`src/pkg/page_write_pkg.sv`:
```
// Purpose: shared constants for the serial flash page write sequencer
// Assumes: 200 MHz reference clock, link clock sampled as plain input
// Notes:   opcodes, address sizes, buffer shape and timing counts
package page_write_pkg;

  // ---------------------------------------------------------------
  // opcodes
  // ---------------------------------------------------------------
  localparam logic [7:0] OPC_WRITE_UNLOCK = 8'h06;
  localparam logic [7:0] OPC_PAGE_WRITE = 8'h02;
  localparam logic [7:0] OPC_PAGE_WRITE_4B = 8'h12;
  localparam logic [7:0] OPC_QUAD_PAGE_WRITE = 8'h32;
  localparam logic [7:0] OPC_QUAD_PAGE_WRITE_4B = 8'h34;
  localparam logic [7:0] OPC_DDR_PAGE_WRITE = 8'hd2;

  // ---------------------------------------------------------------
  // address and array shape
  // ---------------------------------------------------------------
  localparam int ADDR_W = 32;
  localparam int PAGE_OFF_W = 8;
  localparam logic [2:0] ADDR_BYTES_3 = 3'h3;
  localparam logic [2:0] ADDR_BYTES_4 = 3'h4;
  localparam int MEM_ADDR_W = 25;
  localparam int PROT_UNIT_W = 16;
  localparam logic [3:0] BITS_SINGLE = 4'h1;
  localparam logic [3:0] BITS_QUAD = 4'h4;
  localparam logic [3:0] BITS_BYTE = 4'h8;

  // ---------------------------------------------------------------
  // buffering and timing
  // ---------------------------------------------------------------
  localparam int FIFO_WIDTH = 16;
  localparam int FIFO_DEPTH = 16;
  localparam int CLK_MHZ = 200;
  localparam int PAGE_WRITE_TIME_NS = 100000;
  localparam int DDR_PAGE_WRITE_TIME_NS = 100000;
  localparam int TIMER_W = 32;

  // sequencer states
  typedef enum logic [6:0] {
    ST_IDLE = 7'h01,
    ST_OPC = 7'h02,
    ST_ADDR = 7'h04,
    ST_DATA = 7'h08,
    ST_SKIP = 7'h10,
    ST_FINISH = 7'h20,
    ST_BUSY = 7'h40
  } seq_state_t;

  // least number of clock cycles covering a time in ns, never below one
  function automatic logic [TIMER_W-1:0] ns_to_cycles(input int t_ns);
    int c;
    c = (t_ns * CLK_MHZ + 999) / 1000;
    if (c < 1) begin
      c = 1;
    end
    return TIMER_W'(c);
  endfunction

endpackage

```
`src/verilog/page_byte_fifo.sv`:
```
// Purpose: small first-in first-out buffer for page bytes with offset
// Assumes: single clock, synchronous active-low reset
// Notes:   read data come out of a register; empty covers that register
`timescale 1ns/1ps
module page_byte_fifo #(
  parameter int WIDTH = 16,
  parameter int DEPTH = 16
) (
  // clock and reset
  input wire logic i_ref_clk,
  input wire logic i_rst_n,
  // filling side
  input wire logic i_in_valid,
  output logic o_in_ready,
  input wire logic [WIDTH-1:0] i_in_data,
  // draining side
  output logic o_out_valid,
  input wire logic i_out_ready,
  output logic [WIDTH-1:0] o_out_data,
  // nothing stored anywhere
  output logic o_empty
);
  localparam int PW = (DEPTH > 1) ? $clog2(DEPTH) : 1;

  typedef struct packed {
    logic [PW-1:0] wp;
    logic [PW-1:0] rp;
    logic [PW:0] cnt;
    logic ov;
    logic [WIDTH-1:0] od;
  } fifo_state_t;

  fifo_state_t r;
  fifo_state_t next_r;
  logic [WIDTH-1:0] mem [DEPTH];
  logic push;
  logic load;

  // ---------------------------------------------------------------
  // handshakes
  // ---------------------------------------------------------------
  assign o_in_ready = (r.cnt != (PW+1)'(DEPTH));
  assign push = i_in_valid && o_in_ready;
  // output register refills when empty or being taken this cycle
  assign load = (r.cnt != '0) && (!r.ov || i_out_ready);
  assign o_out_valid = r.ov;
  assign o_out_data = r.od;
  assign o_empty = !r.ov && (r.cnt == '0);

  // pointer and count update
  always_comb begin
    next_r = r;
    if (push) begin
      next_r.wp = (r.wp == PW'(DEPTH-1)) ? '0 : r.wp + 1'b1;
    end
    if (load) begin
      next_r.rp = (r.rp == PW'(DEPTH-1)) ? '0 : r.rp + 1'b1;
      next_r.od = mem[r.rp];
      next_r.ov = 1'b1;
    end else if (i_out_ready) begin
      next_r.ov = 1'b0;
    end
    next_r.cnt = r.cnt + (PW+1)'(push) - (PW+1)'(load);
  end

  always_ff @(posedge i_ref_clk) begin
    if (!i_rst_n) begin
      r <= '0;
    end else begin
      r <= next_r;
    end
  end

  // storage has no reset, only valid entries are ever read
  always_ff @(posedge i_ref_clk) begin
    if (push) begin
      mem[r.wp] <= i_in_data;
    end
  end

endmodule // page_byte_fifo

```
`src/verilog/page_write_seq.sv`:
```
// Purpose: receives page write commands on the serial link and runs
//          the self-timed write cycle
// Assumes: link clock and select are sampled by i_ref_clk, link clock
//          well below a quarter of the reference rate
// Notes:   bytes go to an external page latch that holds unchanged
//          data for untouched offsets; commit or discard at frame end
//
// Notes on behaviour
// - program opcode only after write unlock command
// - unlock opcode decoded sets write unlock latch
// - data past page end wraps to page start
// - over 256 bytes: last 256 kept
// - under 256 bytes: other page bytes unchanged
// - select rises on byte boundary, else dropped
// - write cycle starts when select rises
// - write in progress shown during cycle only
// - unlock latch cleared before cycle ends
// - protected page commands are not executed
// - opcode 12h always takes four address bytes
// - quad opcode needs quad lines enable
// - quad commands need unlock latch set
// - quad commands otherwise match single line
// - ddr: opcode serial, then nibble per edge
// - ddr write uses its own cycle time
// - ddr dropped on partial byte or protection
`timescale 1ns/1ps
module page_write_seq
  import page_write_pkg::*;
#(
  parameter int PAGE_WRITE_NS = PAGE_WRITE_TIME_NS,
  parameter int DDR_PAGE_WRITE_NS = DDR_PAGE_WRITE_TIME_NS
) (
  // clock and reset
  input wire logic i_ref_clk,
  input wire logic i_rst_n,
  // serial link from the host
  input wire logic i_sck,
  input wire logic i_cs_n,
  input wire logic [3:0] i_io_line,
  // configuration and protection bits
  input wire logic i_addr_4byte_mode,
  input wire logic [7:0] i_ext_addr,
  input wire logic i_quad_lines_enable,
  input wire logic i_protect_complement,
  input wire logic i_protect_top_bottom,
  input wire logic [3:0] i_protect_level,
  // status
  output logic o_write_unlock_latch,
  output logic o_write_in_progress,
  // page latch port
  output logic o_latch_valid,
  input wire logic i_latch_ready,
  output logic [7:0] o_latch_offset,
  output logic [7:0] o_latch_data,
  output logic o_latch_discard,
  // array write cycle control
  output logic o_prog_start,
  output logic o_prog_ddr,
  output logic [ADDR_W-1:0] o_prog_addr
);

  // ---------------------------------------------------------------
  // state
  // ---------------------------------------------------------------
  typedef struct packed {
    seq_state_t st;
    logic sck_m;
    logic sck_s;
    logic sck_d;
    logic cs_m;
    logic cs_s;
    logic cs_d;
    logic [3:0] io_m;
    logic [3:0] io_s;
    logic [7:0] sh;
    logic [3:0] nbits;
    logic [2:0] abytes;
    logic a4;
    logic [ADDR_W-1:0] addr;
    logic [7:0] off;
    logic quad;
    logic ddr;
    logic ddr_live;
    logic any_data;
    logic overrun;
    logic accept;
    logic write_unlock_latch;
    logic write_in_progress;
    logic [TIMER_W-1:0] timer;
    logic prog_start;
    logic discard;
  } seq_t;

  localparam seq_t SEQ_RESET = '{
    st: ST_IDLE, sck_m: 1'b0, sck_s: 1'b0, sck_d: 1'b0,
    cs_m: 1'b1, cs_s: 1'b1, cs_d: 1'b1, io_m: 4'h0, io_s: 4'h0,
    sh: 8'h00, nbits: 4'h0, abytes: 3'h0, a4: 1'b0, addr: '0, off: 8'h00,
    quad: 1'b0, ddr: 1'b0, ddr_live: 1'b0, any_data: 1'b0,
    overrun: 1'b0, accept: 1'b0, write_unlock_latch: 1'b0, write_in_progress: 1'b0, timer: '0,
    prog_start: 1'b0, discard: 1'b0
  };

  localparam logic [TIMER_W-1:0] PAGE_WRITE_CYC = ns_to_cycles(PAGE_WRITE_NS);
  localparam logic [TIMER_W-1:0] DDR_PAGE_WRITE_CYC = ns_to_cycles(DDR_PAGE_WRITE_NS);

  seq_t r;
  seq_t next_r;
  logic fifo_push;
  logic fifo_in_ready;
  logic fifo_empty;
  logic [FIFO_WIDTH-1:0] fifo_out;

  // ---------------------------------------------------------------
  // protection decode
  // ---------------------------------------------------------------
  // level 0 protects nothing; each level doubles a 64 KB region from
  // the top or bottom, complement swaps protected and open parts
  function automatic logic is_protected(input logic [ADDR_W-1:0] a,
                                        input logic cmp, input logic tb,
                                        input logic [3:0] lvl);
    logic [MEM_ADDR_W-1:0] ma;
    logic [MEM_ADDR_W:0] size;
    logic hit;
    ma = a[MEM_ADDR_W-1:0];
    size = '0;
    hit = 1'b0;
    if (lvl == 4'h0) begin
      hit = 1'b0;
    end else if (32'(lvl) - 1 >= MEM_ADDR_W - PROT_UNIT_W) begin
      hit = 1'b1;
    end else begin
      size = (MEM_ADDR_W+1)'(1) << (32'(lvl) - 1 + PROT_UNIT_W);
      if (tb) begin
        hit = ({1'b0, ma} < size);
      end else begin
        hit = ({1'b0, ma} >= ((MEM_ADDR_W+1)'(1) << MEM_ADDR_W) - size);
      end
    end
    return hit ^ cmp;
  endfunction

  // ---------------------------------------------------------------
  // sequencer
  // ---------------------------------------------------------------
  always_comb begin
    logic rise;
    logic fall;
    logic cs_rise;
    logic cs_fall;
    logic take;
    logic wide;
    logic [7:0] nsh;
    logic [3:0] nb;
    logic done;
    logic [ADDR_W-1:0] fa;
    rise = 1'b0;
    fall = 1'b0;
    cs_rise = 1'b0;
    cs_fall = 1'b0;
    take = 1'b0;
    wide = 1'b0;
    nsh = 8'h00;
    nb = 4'h0;
    done = 1'b0;
    fa = '0;
    next_r = r;
    fifo_push = 1'b0;
    // two-stage sampling of every link input
    next_r.sck_m = i_sck;
    next_r.sck_s = r.sck_m;
    next_r.sck_d = r.sck_s;
    next_r.cs_m = i_cs_n;
    next_r.cs_s = r.cs_m;
    next_r.cs_d = r.cs_s;
    next_r.io_m = i_io_line;
    next_r.io_s = r.io_m;
    next_r.prog_start = 1'b0;
    next_r.discard = 1'b0;
    rise = r.sck_s && !r.sck_d && !r.cs_s;
    fall = !r.sck_s && r.sck_d && !r.cs_s;
    cs_rise = r.cs_s && !r.cs_d;
    cs_fall = !r.cs_s && r.cs_d;
    // ddr samples both edges once the first address edge has come
    take = rise || (fall && r.ddr && r.ddr_live);
    wide = (r.quad || r.ddr) && (r.st != ST_OPC);
    nsh = wide ? {r.sh[3:0], r.io_s} : {r.sh[6:0], r.io_s[0]};
    nb = r.nbits + (wide ? BITS_QUAD : BITS_SINGLE);
    done = take && (nb == BITS_BYTE);
    if (take) begin
      next_r.sh = nsh;
      next_r.nbits = done ? 4'h0 : nb;
      if (r.ddr && rise) begin
        next_r.ddr_live = 1'b1;
      end
    end
    unique case (r.st)
      ST_IDLE: begin
        if (cs_fall) begin
          next_r.st = ST_OPC;
          next_r.nbits = 4'h0;
          next_r.quad = 1'b0;
          next_r.ddr = 1'b0;
          next_r.ddr_live = 1'b0;
          next_r.any_data = 1'b0;
          next_r.overrun = 1'b0;
          next_r.addr = '0;
        end
      end
      ST_OPC: begin
        if (cs_rise) begin
          next_r.st = ST_IDLE;
        end else if (done) begin
          next_r.st = ST_SKIP;
          next_r.a4 = i_addr_4byte_mode;
          unique case (nsh)
            OPC_WRITE_UNLOCK: begin
              next_r.write_unlock_latch = 1'b1;
            end
            OPC_PAGE_WRITE, OPC_PAGE_WRITE_4B: begin
              next_r.st = r.write_unlock_latch ? ST_ADDR : ST_SKIP;
              next_r.a4 = (nsh == OPC_PAGE_WRITE_4B) || i_addr_4byte_mode;
            end
            OPC_QUAD_PAGE_WRITE, OPC_QUAD_PAGE_WRITE_4B: begin
              // quad needs both the latch and the quad line enable
              next_r.st = (r.write_unlock_latch && i_quad_lines_enable) ? ST_ADDR : ST_SKIP;
              next_r.quad = 1'b1;
              next_r.a4 = (nsh == OPC_QUAD_PAGE_WRITE_4B) || i_addr_4byte_mode;
            end
            OPC_DDR_PAGE_WRITE: begin
              next_r.st = (r.write_unlock_latch && i_quad_lines_enable) ? ST_ADDR : ST_SKIP;
              next_r.ddr = 1'b1;
            end
            default: begin
              next_r.st = ST_SKIP;
            end
          endcase
          next_r.abytes = next_r.a4 ? ADDR_BYTES_4 : ADDR_BYTES_3;
        end
      end
      ST_ADDR: begin
        if (cs_rise) begin
          next_r.st = ST_IDLE;
        end else if (done) begin
          next_r.addr = {r.addr[ADDR_W-9:0], nsh};
          next_r.abytes = r.abytes - 3'h1;
          if (r.abytes == 3'h1) begin
            // 3-byte mode takes its top byte from the extended register
            fa = r.a4 ? {r.addr[ADDR_W-9:0], nsh} : {i_ext_addr, r.addr[15:0], nsh};
            next_r.addr = fa;
            next_r.off = nsh;
            next_r.st = ST_DATA;
            if (is_protected(fa, i_protect_complement, i_protect_top_bottom,
                             i_protect_level)) begin
              next_r.st = ST_SKIP;
            end
          end
        end
      end
      ST_DATA: begin
        if (cs_rise) begin
          // partial last byte, no data or lost bytes drop the command
          next_r.accept = (r.nbits == 4'h0) && r.any_data && !r.overrun;
          next_r.st = ST_FINISH;
        end else if (done) begin
          fifo_push = 1'b1;
          if (fifo_in_ready) begin
            next_r.off = r.off + 8'h01;
            next_r.any_data = 1'b1;
          end else begin
            next_r.overrun = 1'b1;
          end
        end
      end
      ST_SKIP: begin
        if (cs_rise) begin
          next_r.st = ST_IDLE;
        end
      end
      ST_FINISH: begin
        // the latch must hold every byte before commit or discard
        if (fifo_empty) begin
          next_r.st = r.cs_s ? ST_IDLE : ST_SKIP;
          if (r.accept) begin
            next_r.st = ST_BUSY;
            next_r.write_in_progress = 1'b1;
            next_r.write_unlock_latch = 1'b0;
            next_r.prog_start = 1'b1;
            next_r.timer = r.ddr ? DDR_PAGE_WRITE_CYC : PAGE_WRITE_CYC;
          end else begin
            next_r.discard = 1'b1;
          end
        end
      end
      ST_BUSY: begin
        // frames during the cycle are ignored, status stays readable
        next_r.timer = r.timer - TIMER_W'(1);
        if (r.timer == TIMER_W'(1)) begin
          next_r.write_in_progress = 1'b0;
          next_r.st = r.cs_s ? ST_IDLE : ST_SKIP;
        end
      end
      default: begin
        next_r.st = ST_IDLE;
      end
    endcase
  end

  always_ff @(posedge i_ref_clk) begin
    if (!i_rst_n) begin
      r <= SEQ_RESET;
    end else begin
      r <= next_r;
    end
  end

  // ---------------------------------------------------------------
  // byte buffer toward the page latch
  // ---------------------------------------------------------------
  // the link cannot be stalled, so a full buffer marks the frame lost
  page_byte_fifo #(
    .WIDTH(FIFO_WIDTH),
    .DEPTH(FIFO_DEPTH)
  ) u_fifo (
    .i_ref_clk(i_ref_clk),
    .i_rst_n(i_rst_n),
    .i_in_valid(fifo_push),
    .o_in_ready(fifo_in_ready),
    .i_in_data({r.off, next_r.sh}),
    .o_out_valid(o_latch_valid),
    .i_out_ready(i_latch_ready),
    .o_out_data(fifo_out),
    .o_empty(fifo_empty)
  );

  // outputs
  assign o_latch_offset = fifo_out[15:8];
  assign o_latch_data = fifo_out[7:0];
  assign o_write_unlock_latch = r.write_unlock_latch;
  assign o_write_in_progress = r.write_in_progress;
  assign o_prog_start = r.prog_start;
  assign o_latch_discard = r.discard;
  assign o_prog_ddr = r.ddr;
  assign o_prog_addr = {r.addr[ADDR_W-1:PAGE_OFF_W], 8'h00};

endmodule // page_write_seq
```
`config.mk`:
```
export PLATFORM = sky130hd
export DESIGN_NAME = page_write_seq
export DESIGN_NICKNAME = d
export VERILOG_FILES = /design/src/pkg/page_write_pkg.sv /design/src/verilog/page_byte_fifo.sv /design/src/verilog/page_write_seq.sv
export SDC_FILE = /design/constraint.sdc
export NUM_CORES = 1
export LEC_CHECK = 0
export ABC_AREA = 1
export CAP_MARGIN = 20
export CELL_PAD_IN_SITES_DETAIL_PLACEMENT = 1
export CELL_PAD_IN_SITES_GLOBAL_PLACEMENT = 1
export CORE_AREA = 2 2 217 380
export CTS_CLUSTER_SIZE = 30
export DETAILED_ROUTE_END_ITERATION = 16
export DIE_AREA = 0 0 219 382
export DONT_BUFFER_PORTS = 1
export GPL_TIMING_DRIVEN = 0
export PLACE_DENSITY_LB_ADDON = 0.1
export SYNTH_ARGS = -nofsm -noshare
export SYNTH_HDL_FRONTEND = slang
export SYNTH_HIERARCHICAL = 1
export SYNTH_SLANG_ARGS = --single-unit
```
`constraint.sdc`:
```
create_clock -name i_ref_clk -period 3.97 [get_ports i_ref_clk]
set_input_delay 0.397 -clock i_ref_clk [delete_from_list [all_inputs] [get_ports i_ref_clk]]
set_output_delay 0.397 -clock i_ref_clk [all_outputs]
set_load 0.01 [all_outputs]
```
== After elaboration in Yosys (flattened, before gate mapping) ==
Memories as Yosys holds them, arrays and structs flattened. A register that Yosys moved wholly into a read port is not among the register bits.
Index checks and enable logic that the tools add are counted.
W data, S select, Z words.

* Reduce and logical (&&, ||, !) cells: 58
* $add $sub $neg: 11
* Shift-type cells: 1
* Equality and inequality tests: 41
* Bitwise logic cells: 2
* Muxes and demuxes: 82
* Order comparisons: 3

{| class="wikitable"
|+ Operator list
! cell !! number
|-
| $mux W40 || 3
|-
| $mux W7 || 11
|-
| $pmux W33 S2 || 1
|-
| $mux W32 || 2
|-
| $pmux W32 S2 || 1
|-
| $pmux W7 S7 || 1
|-
| $mux W36 || 1
|-
| $mux W35 || 1
|-
| $eq A32 B1 Y1 const B || 1
|-
| $ge A32 B4 Y1 const B || 1
|-
| $mux W8 || 4
|-
| $shl A1 B32 Y26 const A || 1
|-
| $sub A32 B1 Y32 const B || 1
|-
| $mux W1 || 29
|-
| $mux W4 || 7
|-
| $ne A2 B2 Y1 const B || 14
|-
| $ge A25 B26 Y1 || 1
|-
| $lt A25 B26 Y1 || 1
|-
| $sub A26 B26 Y26 const A || 1
|-
| $mux W5 || 5
|-
| $reduce_and A5 Y1 || 5
|-
| $logic_and A1 B1 Y1 || 17
|-
| $eq A8 B6 Y1 const B || 2
|-
| $pmux W8 S2 || 1
|-
| 48 further kinds || 86
|}

* Output and inout port bits: 54
* Bits of input ports: 25
* Memories kept: 1
* Register bits: 133
* Logic and storage cells: 229
* Bits in writable memories: 256

{| class="wikitable"
|+ Memory list
! name !! depth !! width !! read ports !! clocked after memory_dff !! write ports !! line !! RTL
|-
| u_fifo.mem || 16 || 16 || 1 || 1 || 1 || page_byte_fifo.sv:35 || <nowiki>logic [WIDTH-1:0] mem [DEPTH];</nowiki>
|}

== Logic depth before layout (Yosys ltp) ==
* Depth after elaboration: 18
* Gate-level depth with buffers: 27
* Mapped depth without buffers: 26

== By module ==
Netlist, hierarchy kept.

{| class="wikitable"
|+ Modules (own cells, without submodules)
! module !! seq. area each (sq um) !! times used !! area each (sq um) !! cells an instance
|-
| page_byte_fifo || 8287.9 || 1 || 12271.8 || 1172
|-
| page_write_seq || 2382.3 || 1 || 7713.6 || 1139
|}

== Worst setup path before layout ==
Ideal clock, no wire load.

* Path type: register -> register
* From: reg r[118] (netlist bit)
* To: reg u_fifo/r[21] (netlist bit)
* Required time: 3.900 ns
* Setup time: 0.070 ns
* Clock period less this slack: 3.444 ns
* Path slack: 0.526 ns
* Path buffers: 1
* Data arrival time: 3.374 ns
* Cell stages (with the launch flop): 24
* Path through: dfxtp_1 -> inv_2 -> nand2_2 -> nor2_4 -> nand2_4 -> nand2_4 -> buf_8 -> ha_1 -> ha_1 -> xor2_1 -> nor3_1 -> nand2_2 -> nor2_1 -> nand2_1 -> ha_1 -> inv_1 -> ha_1 -> inv_1 -> fa_1 -> nor2_1 -> nor2_1 -> o21bai_1 -> o21ai_0 -> a21oi_1

* Word-level cells in the longest chain between the ends: 12
* Elaborated cells between the ends (all ways): 13
* Those cells by class: add/sub: 3; eq/ne: 3; mux: 4; reduce/logical: 3

{| class="wikitable"
|+ Ends and longest elaborated chain
! what !! line !! RTL
|-
| start, declared || page_write_seq.sv:106 || <nowiki>seq_t r;</nowiki>
|-
| start signal, assigned || page_write_seq.sv:312 || <nowiki>r <= next_r;</nowiki>
|-
| $ne A7 B2 Y1 || page_write_seq.sv:185 || <nowiki>wide = (r.quad || r.ddr) && (r.st != ST_OPC);</nowiki>
|-
| $logic_and A1 B1 Y1 || page_write_seq.sv:185 ||
|-
| $mux W3 || page_write_seq.sv:187 || <nowiki>nb = r.nbits + (wide ? BITS_QUAD : BITS_SINGLE);</nowiki>
|-
| $add A4 B3 Y4 || page_write_seq.sv:187 ||
|-
| $eq A4 B4 Y1 || page_write_seq.sv:188 || <nowiki>done = take && (nb == BITS_BYTE);</nowiki>
|-
| $logic_and A1 B1 Y1 || page_write_seq.sv:188 ||
|-
| $mux W1 || page_write_seq.sv:264 || <nowiki>end else if (done) begin</nowiki>
|-
| $mux W1 || page_write_seq.sv:260 || <nowiki>if (cs_rise) begin</nowiki>
|-
| $mux W1 * || page_write_seq.sv:196 || <nowiki>unique case (r.st)</nowiki>
|-
| net fifo_push || page_write_seq.sv:108 || <nowiki>logic fifo_push;</nowiki>
|-
| $logic_and A1 B1 Y1 * || page_byte_fifo.sv:43 || <nowiki>assign push = i_in_valid && o_in_ready;</nowiki>
|-
| $add A5 B1 Y5 * || page_byte_fifo.sv:63 || <nowiki>next_r.cnt = r.cnt + (PW+1)'(push) - (PW+1)'(load);</nowiki>
|-
| $sub A5 B1 Y5 * || page_byte_fifo.sv:63 ||
|-
| end signal, assigned || page_byte_fifo.sv:70 || <nowiki>r <= next_r;</nowiki>
|-
| end, declared || page_byte_fifo.sv:33 || <nowiki>fifo_state_t r;</nowiki>
|}

Mark *: on every way through the listed nets, which the timed path passes. The rest lies on a longest branch.
A chain may end at the register's enable or synchronous reset.

== Final worst setup path ==
* From: reg r[114] (netlist bit)
* To: mem u_fifo.mem[13][15] (enable)

* Word-level cells in the longest chain between the ends: 12
* Elaborated cells between the ends (all ways): 13
* Those cells by class: add/sub: 1; eq/ne: 3; mux: 6; reduce/logical: 3

{| class="wikitable"
|+ Ends and longest elaborated chain
! what !! line !! RTL
|-
| $ne A7 B2 Y1 || page_write_seq.sv:185 ||
|-
| $logic_and A1 B1 Y1 || page_write_seq.sv:185 ||
|-
| $mux W3 || page_write_seq.sv:187 ||
|-
| $add A4 B3 Y4 || page_write_seq.sv:187 ||
|-
| $eq A4 B4 Y1 || page_write_seq.sv:188 ||
|-
| $logic_and A1 B1 Y1 || page_write_seq.sv:188 ||
|-
| $mux W1 || page_write_seq.sv:264 ||
|-
| $mux W1 || page_write_seq.sv:260 ||
|-
| $mux W1 * || page_write_seq.sv:196 ||
|-
| net fifo_push || page_write_seq.sv:108 ||
|-
| $logic_and A1 B1 Y1 * || page_byte_fifo.sv:43 ||
|-
| $mux W1 * || page_byte_fifo.sv:76 || <nowiki>if (push) begin</nowiki>
|-
| $mux W1 (not written as such) * || page_byte_fifo.sv:77 || <nowiki>mem[r.wp] <= i_in_data;</nowiki>
|-
| end, declared || page_byte_fifo.sv:35 ||
|}

Marks and branches as above.

==> metrics.yaml <==
status:
  status: "finished, final reports clean"
clock_network:
  cts_tree: "built"
  cts_made_buffers: 45
  clk_latency_ns: 0.60
  cts.sinks: 405
  htree_levels: 2
  clk_pin_slew_ns: 0.07
  cts_root_buf: "clkbuf_16"
  cts.path.max_buffers: 3
floorplan:
  die_w_um: 219
  io_pins: 79
  initial_utilization_pct: 24.8
  fp.coreArea_mm2: 0.0805
  die_h_um: 382
  placementRows: 138
  fp.dieArea_mm2: 0.0837
power:
  total_power_mw: 13.7
  peakVddDrop_v: 0.000284
  p_per_area_mw_per_mm2: 585
  p_leak_nw: 10.2
setup_path:
  cp_max_fo: 16
  cp_top_family: "simple AND/OR/NAND/NOR gates"
  max_stage_delay_ns: 0.77
  start_kind: "register"
  crit_end: "u_fifo/mem[13][15]$_DFFE_PP_"
  r2r_end: "u_fifo/mem[13][15]$_DFFE_PP_"
  endpoint_kind: "register"
  cp_data_required_time_ns: 4.18
  crit_top_cell: "nand2_4"
  critPathKind: "reg2reg"
  crit_slowest_cell: "nor2_2"
  cp.arrival_ns: 3.89
  path_depth: 18
  timing.rr.start: "r[114]$_SDFFE_PN0P_"
  crit_buf_inv: 5
  r2r_slack_ns: 0.29
  path_cells: "inv_2 -> nand2_4 -> nor2_2 -> nand2_4 -> nand2_4 -> buf_12 -> ha_1 -> ha_1 -> xor2_1 -> nor3_2 -> buf_4 -> nand2_4 -> nor2_4 -> nand2_2 -> buf_4 -> inv_1 -> nand2_1 -> nor2_2"
  crit_start: "r[114]$_SDFFE_PN0P_"
  rr_worst_depth: 18
routing:
  initialDrtViolationCount: 530
  drc_errors: 0
  wire_per_inst_um: 19.7
  wl_mm: 69.2
  ant_nets: 0
  avgViaCountPerCell: 4.44
  drt-pass1-iter-count: 5
  vias: 15600
placed_design:
  io_buffers: 0
  place_ws_ns: -0.496
  routabilityCongestion: 0.776
  place_hpwl_mm: 52.1
sta:
  tightestPinTransition_ns: 1.12
  setup_viol: 0
  max_freq_mhz: 272
  setup_ws_ns: 0.287
  finalCritPeriodShare_pct: 92.8
  hold_slack_ns: 0.0621
  drv_slew: 0
  maxSlewHeadroom_pct: 25.0
  finClkSkew_ns: 0.0305
  layout_min_cycle_time_ns: 3.68
  final-hold-violation-count: 0
logic_synthesis:
  yosysTopAreaCell: "edfxtp_1"
  ys_top_cells_by_area: "edfxtp_1 (38%), dfxtp_1 (15%), nand2_1 (10%)"
  ys_ff_latch: 405
  ys_seq_area_share_pct: 53.4
  synth_area_mm2: 0.0200
  synthDistinctLibCells: 56
  synth_area_per_cell_um2: 8.65
  synth_top_area_share_pct: 38.5
  netlist_instances: 2311
  yosys_warnings: 6
global_routing:
  grt_pass1_wl_mm: 104
  grt_max_degree: 21
  grt_pass1_vias: 16600
  overflow: 0
  grt_antenna_before_repair: 3
  track_usage_pct: 16.7
hold_path:
  hold_class: "in2reg"
final_layout:
  layout_commonest_cell: "nand2_1"
  areaGrowthSynthToFinish_pct: 16.9
  drive_gt1_share_pct: 11.9
  antenna_cells: 0
  fin_nets: 2511
  layout_common_cells: "nand2_1 (537), inv_1 (318), edfxtp_1 (256)"
run:
  maxCapViolCount: 0
synthesized netlist by cell type (all sizes together):
cell,n
nand2,561
inv,331
edfxtp,256
nand3,240
nor2,204
dfxtp,149
a21oi,138
buf,106
o21ai,90
ha,69
nor3,42
clkbuf,30
nand4,11
a211oi,10
a31oi,8
clkinv,8
o22ai,8
or2,8
xor2,7
o21a,6
nor4,5
a21o,3
nand3b,3
o21bai,3
a311oi,2
conb,2
nor3b,2
and3,1
fa,1
nor4b,1
o2111ai,1
o211ai,1
o221ai,1
o32ai,1
or3b,1
xnor2,1
logic make-up after synthesis:
kind of cell,synth area share [%]
flip-flops,53.4
buffers and inverters,10.8
other,0.0376
XOR/XNOR,0.351
adder cells (fa/ha/maj),4.42
AND/OR/NAND/NOR,23.6
AO/OA/AOI/OAI,7.35
where the power goes:
group,leakage [nW],switching (mW),internal (mW)
Clock,0.735,1.84,2.63
Combinational,6.09,2.78,1.39
Sequential,3.36,0.312,4.72
Total,10.2,4.93,8.74
tightest hold or removal path: stages:
cell and delay [ns]:
inv_1 0.04, nand2_1 0.09, a21oi_1 0.07
metrics by stage:
| stage | setup TNS (ns) | cells | utilization, % | instance area [µm²] |
|---|---|---|---|---|
| after floorplan | 0 | 2340 | - | 20100 |
| after detailed placement | -30.16 | 3403 | 26.9 | 21600 |
| after global routing | -0.0117 | 3503 | 29.0 | 23400 |
| final | 0 | 3503 | 29.0 | 23400 |
| after global placement | -194.34 | 3390 | 26.6 | 21400 |
| after CTS | 0 | 3498 | 28.9 | 23300 |
flip-flops by register name (all words and copies together) (netlist names), 8 cells and up:
| name | count |
|---|---|
| u_fifo/r | 13 |
| o_prog_addr | 24 |
| r | 82 |
| u_fifo/o_out_data | 16 |
| next_r | 8 |
| u_fifo/mem | 256 |
layer usage:
metal	GRT usage (%)	part of all wire, %	wire length, µm	vias to the layer above
met3	1.93	2.4	1690	81
met1	16.9	37	25500	7617
met5	0	0	0	-
met4	5.67	3.5	2390	0
met2	34.1	57	39600	183
li1	-	-	-	7682
area by class of cell:
class                           count  area, µm²
Timing Repair Buffer               29        318
Buffer                            136        887
Clock buffer                       63       1260
Clock inverter                     21        283
Tap cell                         1050       1310
Inverter                          339       1280
Sequential cell                   405      10700
Fill cell                        9515      57100
Multi-Input combinational cell   1460       7340
worst min path at each step:
stage	startpoint	endpoint	slack [ns]	depth (start not counted)
detailed placement	next_r[107]$_SDFF_PN1_	next_r[106]$_SDFF_PN1_	0.40	1
CTS	i_latch_ready	u_fifo/o_out_valid$_SDFFE_PN0P_	0.02	3
floorplan	next_r[110]$_SDFF_PN0_	next_r[109]$_SDFF_PN0_	0.39	2
global route	i_ext_addr[2]	o_prog_addr[26]$_SDFFE_PN0P_	0.06	2
global placement	next_r[110]$_SDFF_PN0_	next_r[109]$_SDFF_PN0_	0.39	2
finish	i_latch_ready	u_fifo/o_out_valid$_SDFFE_PN0P_	0.06	3
timing repair:
action | in CTS | in global routing
gates resized for setup | 6 | 11
hold endpoints to repair | 14 | 0
setup buffers | 4 | 5
cloned | 0 | 0
hold buffers | 7 | 0
endpoints found under the setup margin | 175 | 74
pin swaps | 2 | 6
(Power assumes the default switching activity.)
